==> config.mk <==
export PLATFORM = sky130hd
export DESIGN_NAME = tws_top
export DESIGN_NICKNAME = d
export VERILOG_FILES = /design/src/hw/tws_sync.v /design/src/hw/tws_top.v
export VERILOG_INCLUDE_DIRS = /design/src /design/src/hw
export SDC_FILE = /design/constraint.sdc
export NUM_CORES = 1
export LEC_CHECK = 0
export ABC_AREA = 1
export BUFFER_PORTS_ARGS = -buffer_cell sky130_fd_sc_hd__buf_4
export CAP_MARGIN = 20
export CORE_MARGIN = 4
export CORE_UTILIZATION = 50
export CTS_CLUSTER_DIAMETER = 100
export DETAILED_ROUTE_END_ITERATION = 10
export GPL_TIMING_DRIVEN = 0
export PLACE_DENSITY = 0.8
export SLEW_MARGIN = 20
export SYNTH_ARGS = -nofsm -noshare
export SYNTH_HDL_FRONTEND = slang
export SYNTH_SLANG_ARGS = --single-unit
export TNS_END_PERCENT = 5
==> constraint.sdc <==
create_clock -name mclk -period 1.73 [get_ports mclk]
set_clock_uncertainty 0.15 [all_clocks]
set_input_delay 0.173 -clock mclk [delete_from_list [all_inputs] [get_ports mclk]]
set_output_delay 0.173 -clock mclk [all_outputs]
set_load 0.05 [all_outputs]
==> src/hw/tws_map.vh <==
// register offsets, fields, status codes and timing counts of the two-wire slave transmitter
`ifndef TWS_MAP_VH
`define TWS_MAP_VH
// byte addresses of the AXI4-Lite register words
`define TWS_ADDR_DATA       4'h0
`define TWS_ADDR_STATUS     4'h4
`define TWS_ADDR_CONTROL    4'h8
`define TWS_ADDR_OWN        4'hC
// control register fields
`define TWS_CTL_DONE        7
`define TWS_CTL_ACK_EN      6
`define TWS_CTL_START       5
`define TWS_CTL_STOP        4
`define TWS_CTL_ENABLE      2
`define TWS_CTL_RESET       8'h00
`define TWS_OWN_RESET       8'h00
`define TWS_DATA_RESET      8'hFF
// status codes, prescaler bits always zero
`define TWS_ST_SLA_R_ACK    8'hA8
`define TWS_ST_ARB_SLA_R    8'hB0
`define TWS_ST_DATA_ACK     8'hB8
`define TWS_ST_DATA_NACK    8'hC0
`define TWS_ST_LAST_ACK     8'hC8
`define TWS_ST_IDLE         8'hF8
`define TWS_ST_BUS_ERR      8'h00
`define TWS_GC_ADDR         7'h00
// data hold after falling clock edge
`define TWS_HOLD_NS         300
`define TWS_CLK_NS          4
`define TWS_HOLD_CYC        ((`TWS_HOLD_NS + `TWS_CLK_NS - 1) / `TWS_CLK_NS)
`endif

==> src/hw/tws_sync.v <==
// two-flip-flop synchroniser with edge and bus condition detection for the two wire lines
`timescale 1ns/1ps
module tws_sync (
	input  wire mclk,
	input  wire rst,
	input  wire scl_i,
	input  wire sda_i,
	output reg  scl_s,
	output reg  sda_s,
	output wire scl_rise,
	output wire scl_fall,
	output wire start_det,
	output wire stop_det
);
	reg scl_m_reg;
	reg sda_m_reg;
	reg scl_d_reg;
	reg sda_d_reg;

	// first stage feeds only the second stage
	always @(posedge mclk) begin
		if (rst) begin
			scl_m_reg <= 1'b1;
			sda_m_reg <= 1'b1;
			scl_s     <= 1'b1;
			sda_s     <= 1'b1;
			scl_d_reg <= 1'b1;
			sda_d_reg <= 1'b1;
		end else begin
			scl_m_reg <= scl_i;
			sda_m_reg <= sda_i;
			scl_s     <= scl_m_reg;
			sda_s     <= sda_m_reg;
			scl_d_reg <= scl_s;
			sda_d_reg <= sda_s;
		end
	end

	// edges and start/stop while clock is high
	assign scl_rise  = scl_s & ~scl_d_reg;
	assign scl_fall  = ~scl_s & scl_d_reg;
	assign start_det = scl_s & scl_d_reg & sda_d_reg & ~sda_s;
	assign stop_det  = scl_s & scl_d_reg & ~sda_d_reg & sda_s;
endmodule

==> src/hw/tws_top.v <==
// two-wire slave transmitter with status codes and an AXI4-Lite register port
//
// The implementer's own choices: the address map and register access over AXI4-Lite.
`timescale 1ns/1ps
`include "tws_map.vh"
module tws_top #(
	parameter HOLD_CYC = `TWS_HOLD_CYC
) (
	input  wire        mclk,
	input  wire        rst,
	input  wire [3:0]  s_axi_awaddr,
	input  wire        s_axi_awvalid,
	output wire        s_axi_awready,
	input  wire [31:0] s_axi_wdata,
	input  wire [3:0]  s_axi_wstrb,
	input  wire        s_axi_wvalid,
	output wire        s_axi_wready,
	output reg  [1:0]  s_axi_bresp,
	output reg         s_axi_bvalid,
	input  wire        s_axi_bready,
	input  wire [3:0]  s_axi_araddr,
	input  wire        s_axi_arvalid,
	output wire        s_axi_arready,
	output reg  [31:0] s_axi_rdata,
	output reg  [1:0]  s_axi_rresp,
	output reg         s_axi_rvalid,
	input  wire        s_axi_rready,
	input  wire        arb_lost,
	input  wire        scl_i,
	output wire        scl_o,
	output reg         scl_oe,
	input  wire        sda_i,
	output wire        sda_o,
	output reg         sda_oe,
	output reg         start_pending
);
	localparam S_IDLE = 3'd0;
	localparam S_ADDR = 3'd1;
	localparam S_AACK = 3'd2;
	localparam S_WAIT = 3'd3;
	localparam S_SEND = 3'd4;
	localparam S_MACK = 3'd5;
	localparam S_SKIP = 3'd6;

	wire       scl_s;
	wire       sda_s;
	wire       scl_rise;
	wire       scl_fall;
	wire       start_det;
	wire       stop_det;
	reg  [2:0] state_reg;
	reg  [3:0] bit_reg;
	reg  [7:0] shift_reg;
	reg  [7:0] serial_data_register;
	reg  [7:0] own_address_register;
	reg  [7:0] status_reg;
	reg        transfer_done_flag;
	reg        ack_enable;
	reg        start_request;
	reg        stop_request;
	reg        enable_reg;
	reg        last_reg;
	reg        arb_reg;
	reg        busy_reg;
	reg [15:0] hold_reg;
	reg        aw_got_reg;
	reg        w_got_reg;
	reg  [3:0] aw_addr_reg;
	reg  [7:0] w_data_reg;
	reg        w_lane_reg;

	tws_sync u_sync (
		.mclk      (mclk),
		.rst       (rst),
		.scl_i     (scl_i),
		.sda_i     (sda_i),
		.scl_s     (scl_s),
		.sda_s     (sda_s),
		.scl_rise  (scl_rise),
		.scl_fall  (scl_fall),
		.start_det (start_det),
		.stop_det  (stop_det)
	);

	// open-drain lines only ever pull low
	assign scl_o = 1'b0;
	assign sda_o = 1'b0;

	// address match on own address or enabled general call
	function addr_hit;
		input [6:0] a;
		input [7:0] own;
		begin
			addr_hit = (a == own[7:1]) || (own[0] && a == `TWS_GC_ADDR);
		end
	endfunction

	// write channel handshake: each address/data taken once, either order
	assign s_axi_awready = ~aw_got_reg & ~s_axi_bvalid;
	assign s_axi_wready  = ~w_got_reg & ~s_axi_bvalid;
	assign s_axi_arready = ~s_axi_rvalid;

	wire wr_go = aw_got_reg & w_got_reg & ~s_axi_bvalid;
	wire wr_ctl = wr_go && aw_addr_reg == `TWS_ADDR_CONTROL && w_lane_reg;
	wire flag_clear = wr_ctl && w_data_reg[`TWS_CTL_DONE];
	wire in_xfer = state_reg != S_IDLE && state_reg != S_ADDR;

	// axi write capture and response
	always @(posedge mclk) begin
		if (rst) begin
			aw_got_reg   <= 1'b0;
			w_got_reg    <= 1'b0;
			aw_addr_reg  <= 4'h0;
			w_data_reg   <= 8'h00;
			w_lane_reg   <= 1'b0;
			s_axi_bvalid <= 1'b0;
			s_axi_bresp  <= 2'b00;
		end else begin
			if (s_axi_awvalid && s_axi_awready) begin
				aw_got_reg  <= 1'b1;
				aw_addr_reg <= s_axi_awaddr;
			end
			if (s_axi_wvalid && s_axi_wready) begin
				w_got_reg  <= 1'b1;
				w_data_reg <= s_axi_wdata[7:0];
				w_lane_reg <= s_axi_wstrb[0];
			end
			if (wr_go) begin
				aw_got_reg   <= 1'b0;
				w_got_reg    <= 1'b0;
				s_axi_bvalid <= 1'b1;
				if (aw_addr_reg[1:0] != 2'b00 || aw_addr_reg == `TWS_ADDR_STATUS)
					s_axi_bresp <= 2'b10;
				else
					s_axi_bresp <= 2'b00;
			end else if (s_axi_bvalid && s_axi_bready) begin
				s_axi_bvalid <= 1'b0;
			end
		end
	end

	// axi read answer; status shows F8 whenever flag is clear
	always @(posedge mclk) begin
		if (rst) begin
			s_axi_rvalid <= 1'b0;
			s_axi_rdata  <= 32'h00000000;
			s_axi_rresp  <= 2'b00;
		end else if (s_axi_arvalid && s_axi_arready) begin
			s_axi_rvalid <= 1'b1;
			s_axi_rresp  <= 2'b00;
			if (s_axi_araddr == `TWS_ADDR_DATA)
				s_axi_rdata <= {24'h000000, serial_data_register};
			else if (s_axi_araddr == `TWS_ADDR_STATUS)
				s_axi_rdata <= {24'h000000, transfer_done_flag ? status_reg : `TWS_ST_IDLE};
			else if (s_axi_araddr == `TWS_ADDR_CONTROL)
				s_axi_rdata <= {24'h000000, transfer_done_flag, ack_enable, start_request, stop_request,
					1'b0, enable_reg, 2'b00};
			else if (s_axi_araddr == `TWS_ADDR_OWN)
				s_axi_rdata <= {24'h000000, own_address_register};
			else begin
				s_axi_rdata <= 32'h00000000;
				s_axi_rresp <= 2'b10;
			end
		end else if (s_axi_rvalid && s_axi_rready) begin
			s_axi_rvalid <= 1'b0;
		end
	end

	// hold counter spaces data changes from the falling clock edge
	always @(posedge mclk) begin
		if (rst)
			hold_reg <= 16'h0000;
		else if (scl_fall)
			hold_reg <= HOLD_CYC[15:0];
		else if (hold_reg != 16'h0000)
			hold_reg <= hold_reg - 16'h0001;
	end

	// bus free tracking and pending START after leaving C0/C8
	always @(posedge mclk) begin
		if (rst) begin
			busy_reg      <= 1'b0;
			start_pending <= 1'b0;
		end else begin
			if (start_det)
				busy_reg <= 1'b1;
			else if (stop_det)
				busy_reg <= 1'b0;
			if (flag_clear && w_data_reg[`TWS_CTL_START]
				&& (status_reg == `TWS_ST_DATA_NACK || status_reg == `TWS_ST_LAST_ACK))
				start_pending <= 1'b1;
			else if (start_pending && !busy_reg && !start_det)
				start_pending <= 1'b0;
		end
	end

	// slave transmitter state machine with registers
	always @(posedge mclk) begin
		if (rst) begin
			state_reg            <= S_IDLE;
			bit_reg              <= 4'd0;
			shift_reg            <= 8'h00;
			serial_data_register <= `TWS_DATA_RESET;
			own_address_register <= `TWS_OWN_RESET;
			status_reg           <= `TWS_ST_IDLE;
			transfer_done_flag   <= 1'b0;
			{ack_enable, start_request, stop_request, enable_reg} <= 4'b0000;
			last_reg             <= 1'b0;
			arb_reg              <= 1'b0;
			sda_oe               <= 1'b0;
			scl_oe               <= 1'b0;
		end else begin
			if (wr_go && w_lane_reg && aw_addr_reg == `TWS_ADDR_DATA)
				serial_data_register <= w_data_reg;
			if (wr_go && w_lane_reg && aw_addr_reg == `TWS_ADDR_OWN)
				own_address_register <= w_data_reg;
			if (arb_lost)
				arb_reg <= 1'b1;
			if (wr_ctl) begin
				ack_enable    <= w_data_reg[`TWS_CTL_ACK_EN];
				start_request <= w_data_reg[`TWS_CTL_START];
				stop_request  <= w_data_reg[`TWS_CTL_STOP];
				enable_reg    <= w_data_reg[`TWS_CTL_ENABLE];
			end
			// clock held low while the flag waits in a transfer
			scl_oe <= transfer_done_flag && in_xfer;
			if (flag_clear)
				transfer_done_flag <= 1'b0;
			if (!enable_reg) begin
				state_reg <= S_IDLE;
				sda_oe    <= 1'b0;
			end else if ((start_det || stop_det) && (state_reg == S_ADDR || state_reg == S_SEND)
				&& bit_reg != 4'd0) begin
				state_reg          <= S_IDLE;
				status_reg         <= `TWS_ST_BUS_ERR;
				transfer_done_flag <= 1'b1;
				sda_oe             <= 1'b0;
			end else if ((start_det || stop_det) && (state_reg == S_AACK || state_reg == S_MACK)) begin
				state_reg          <= S_IDLE;
				status_reg         <= `TWS_ST_BUS_ERR;
				transfer_done_flag <= 1'b1;
				sda_oe             <= 1'b0;
			end else if (flag_clear && status_reg == `TWS_ST_BUS_ERR && w_data_reg[`TWS_CTL_STOP]) begin
				state_reg    <= S_IDLE;
				stop_request <= 1'b0;
				sda_oe       <= 1'b0;
			end else if (start_det) begin
				state_reg <= S_ADDR;
				bit_reg   <= 4'd0;
				sda_oe    <= 1'b0;
			end else if (stop_det) begin
				state_reg <= S_IDLE;
				sda_oe    <= 1'b0;
			end else begin
				case (state_reg)
				S_IDLE: begin
					sda_oe <= 1'b0;
				end
				S_ADDR: begin
					if (scl_rise) begin
						shift_reg <= {shift_reg[6:0], sda_s};
						bit_reg   <= bit_reg + 4'd1;
					end
					if (bit_reg == 4'd8 && scl_fall) begin
						bit_reg <= 4'd0;
						// ack only a read to own address or enabled general call while ack enable is set
						if (ack_enable && shift_reg[0] && addr_hit(shift_reg[7:1], own_address_register)) begin
							state_reg <= S_AACK;
							sda_oe    <= 1'b1;
						end else begin
							state_reg <= S_IDLE;
						end
					end
				end
				S_AACK: begin
					if (scl_fall) begin
						sda_oe             <= 1'b0;
						transfer_done_flag <= 1'b1;
						status_reg         <= arb_reg ? `TWS_ST_ARB_SLA_R : `TWS_ST_SLA_R_ACK;
						arb_reg            <= 1'b0;
						state_reg          <= S_WAIT;
					end
				end
				S_WAIT: begin
					if (flag_clear) begin
						// ack enable at release chooses last byte or not
						last_reg  <= ~w_data_reg[`TWS_CTL_ACK_EN];
						shift_reg <= serial_data_register;
						bit_reg   <= 4'd0;
						state_reg <= S_SEND;
					end
				end
				S_SEND: begin
					if (hold_reg == 16'h0001 || (bit_reg == 4'd0 && !scl_s)) begin
						sda_oe <= ~shift_reg[7];
					end
					if (scl_fall) begin
						shift_reg <= {shift_reg[6:0], 1'b1};
						bit_reg   <= bit_reg + 4'd1;
						if (bit_reg == 4'd7) begin
							state_reg <= S_MACK;
							bit_reg   <= 4'd0;
						end
					end
				end
				S_MACK: begin
					if (hold_reg == 16'h0001)
						sda_oe <= 1'b0;
					if (scl_rise) begin
						shift_reg[0] <= sda_s;
						bit_reg      <= 4'd1;
					end
					if (scl_fall && bit_reg == 4'd1) begin // flag on the fall: stretch starts with clock low
						transfer_done_flag <= 1'b1;
						if (shift_reg[0]) begin
							status_reg <= `TWS_ST_DATA_NACK;
							state_reg  <= S_SKIP;
						end else if (last_reg) begin
							status_reg <= `TWS_ST_LAST_ACK;
							state_reg  <= S_SKIP;
						end else begin
							status_reg <= `TWS_ST_DATA_ACK;
							state_reg  <= S_WAIT;
						end
					end
				end
				S_SKIP: begin
					sda_oe <= 1'b0;
					if (flag_clear) begin
						ack_enable <= w_data_reg[`TWS_CTL_ACK_EN];
						state_reg  <= S_IDLE;
					end
				end
				default: begin
					state_reg <= S_IDLE;
				end
				endcase
			end
		end
	end
endmodule

==> impl_metrics.py <==
metrics = {
    "place": {
        "pre_cts_slack_ns": -0.282,
        "place.gp.congestion": 0.924,
        "place_area_mm2": 0.00561,
        "port_buffers": 44,
        "dp_hpwl_um": 9320,
    },
    "synth": {
        "async_flop_share_pct": 0,
        "synth_flop_cell": "dfxtp_1",
        "synth.top_cell.area_share_pct": 38.4,
        "yosysSeqAreaShare_pct": 38.4,
        "synth.largest_area_cell": "dfxtp_1",
        "syn_area_per_cell_um2": 6.78,
        "ys_types": 43,
        "synth_edf_count": 0,
        "ys_ff_latch": 96,
        "synth_area_leaders": "dfxtp_1 38%, nand2_1 10%, nor2_1 9.5%",
        "synth_area_mm2": 0.00500,
        "synthesis.instances": 738,
        "synth_warnings": 0,
    },
    "worst_setup_path": {
        "arrival_ns": 1.94,
        "cp-start-kind": "flip-flop",
        "startpoint": "s_axi_bvalid$_SDFFE_PP0P_",
        "r2r_slack_ns": -0.09,
        "cp_max_fo": 6,
        "cp.required_ns": 1.85,
        "critPathKind": "reg -> reg",
        "end_kind": "flip-flop",
        "worstReg2RegStart": "s_axi_bvalid$_SDFFE_PP0P_",
    },
    "routing": {
        "viasPerCell": 5.18,
        "dr.max_layer_used": "met4",
        "wl_met2_um": 6590,
        "firstDrtPassIters": 6,
        "drt.antenna.violating_nets": 0,
        "vias": 5152,
        "drc": 0,
        "dr_wl_met3_um": 849,
        "drt-met1-wl_um": 5580,
        "wirelength_um": 13400,
        "drt_iter0_drc": 357,
        "wire_per_inst_um": 13.4,
    },
    "final_layout": {
        "synthToLayoutAreaGrowth_pct": 28.2,
        "layout_common_cells": "128 x nand2_1, 110 x nor2_1, 85 x dfxtp_1, 84 x buf_4, 80 x inv_1",
        "largest_reg_flops": 16,
        "layout.nets": 915,
        "diodes": 0,
        "final_common_cell": "nand2_1",
        "fillers": 841,
        "drive_above_1_share_pct": 23.6,
        "final_cell_area_mm2": 0.00641,
    },
    "sta": {
        "hold_ws_ns": 0.00749,
        "hold_viol": 0,
        "slew_violations": 0,
        "worst_slack_ns": -0.0888,
        "setup_tns_ns": -1.19,
        "finalCriticalPeriod_ns": 1.82,
        "finalSetupViolations": 21,
        "tightest_slew_ns": 0.563,
        "rsz0062_at_grt": "yes",
        "fmax_mhz": 550,
        "worst_slew_margin_rel_pct": 62.5,
        "period_share_pct": 105,
    },
    "clocking": {
        "cts_tree": "yes",
        "cts.sink_count": 96,
        "cts_buffers": 9,
        "clk_latency_ns": 0.37,
        "cts_root_buf": "clkbuf_8",
        "htree_levels": 3,
        "cts.path.max_buffers": 2,
        "clk_transition_reported_paths_ns": 0.10,
    },
    "hold_path": {
        "hp-class": "in -> reg",
        "min-delay-start": "s_axi_arvalid",
    },
    "grt": {
        "grt_pass1_wl_um": 22100,
        "grt-ovfl-total": 0,
        "antenna_found_initial": 0,
        "track_usage_pct": 23.5,
        "grt_pass1_vias": 4832,
        "grt_max_degree": 18,
    },
    "power_and_ir_drop": {
        "p_leak_nw": 3.04,
        "seq_power_share_pct": 41.5,
        "p_total_mw": 6.40,
        "swShare_pct": 38.0,
        "p_int_mw": 3.97,
        "ir_worst_vdd_mv": 0.762,
        "pwr-share-clk_pct": 24.2,
        "power.density_mw_per_mm2": 998,
        "p_comb_share_pct": 34.3,
        "power_switching_mw": 2.44,
    },
    "status": {
        "violations": "negative setup slack",
        "outcome": "finished with violations",
    },
    "floorplanning": {
        "die_y_um": 108,
        "die-area_mm2": 0.0117,
        "coreArea_mm2": 0.00977,
        "num_rows": 36,
        "die_w_um": 108,
        "ios": 100,
        "initial_core_util_pct": 51.2,
    },
    "run": {
        "max_cap_violations": 0,
    },
}
-- worst paths after layout --
check,endpoint,depth (start not counted)
max,shift_reg[4]$_SDFFE_PP0P_,10
min,s_axi_rdata[1]$_SDFFE_PP0P_,4
max reg2reg,shift_reg[4]$_SDFFE_PP0P_,10
min reg2reg,u_sync.sda_s$_SDFF_PP1_,1
-- timing repair --
| action | CTS | global route |
|---|---|---|
| setup endpoints to repair | 32 | 44 |
| pin swaps | 12 | 6 |
| cloned | 1 | 0 |
| hold buffers | 20 | 0 |
| hold endpoints to repair | 21 | 0 |
| gates resized for setup | 51 | 36 |
| buffers inserted | 11 | 4 |
-- cells by family (layout without fill, tap and decap cells) --
| group | after synthesis | in the layout | share of synthesized area (%) |
|---|---|---|---|
| other | 1 | 28 | 0.0750 |
| and+or+nand+nor | 359 | 359 | 31.5 |
| buffers and inverters | 138 | 234 | 12.8 |
| DFF | 96 | 96 | 38.4 |
| xor gates and xnor gates | 8 | 8 | 1.40 |
| adders and majority gates | 5 | 5 | 1.25 |
| AOI/OAI and AO/OA | 131 | 131 | 14.5 |
-- power by group through the flow --
stage	Clock [mW]	Combinational (mW)	Sequential [mW]
5_1_grt	1.64	2.47	2.69
4_1_cts	1.57	1.92	2.64
3_5_place_dp	0	1.77	2.69
3_3_place_gp	0	1.74	2.68
2_1_floorplan	0	1.38	2.71
6_report	1.55	2.20	2.65
-- cell type report --
| class | instances | area (µm²) | share of cell area, % |
|---|---|---|---|
| buffer | 43 | 288 | 4.49 |
| clock buffer | 9 | 124 | 1.93 |
| clock inverter | 7 | 77.6 | 1.21 |
| inverter | 95 | 369 | 5.75 |
| multi-input combinational | 531 | 2770 | 43.2 |
| sequential | 96 | 1950 | 30.4 |
| tap | 133 | 166 | 2.59 |
| timing repair buffer | 80 | 668 | 10.4 |
-- worst max-delay path: stages (launching register included) --
cell	delay (ns)
dfxtp_4	0.36
inv_2	0.06
nand4_1	0.17
nor2_4	0.23
buf_4	0.15
nand3_4	0.12
nand3_4	0.11
nor2_4	0.06
buf_12	0.12
o21ai_0	0.14
nor2_1	0.05
-- per-stage QoR --
step | utilization (%) | cells
4_1_cts | 64.2 | 990
3_5_place_dp | 57.4 | 942
2_1_floorplan | - | 765
6_report | 65.6 | 994
5_1_grt | 65.6 | 994
3_3_place_gp | 57.4 | 942
-- cells in the mapped netlist (all sizes together), types with 3 or more instances --
cell	count
nor2	133
o22ai	3
a31oi	5
buf	33
dfxtp	96
nand2	145
nand3	53
clkbuf	10
a21oi	34
inv	93
nor3	9
xor2	5
o211ai	6
or2	6
xnor2	3
o21ai	73
nand4	8
ha	5
-- per-layer routing --
metal	global-route usage, %	vias to the layer above
li1	-	2566
met1	28.0	2338
met2	41.8	211
met3	4.42	37
met4	9.02	0
met5	0	-
(Power assumes the default switching activity.)
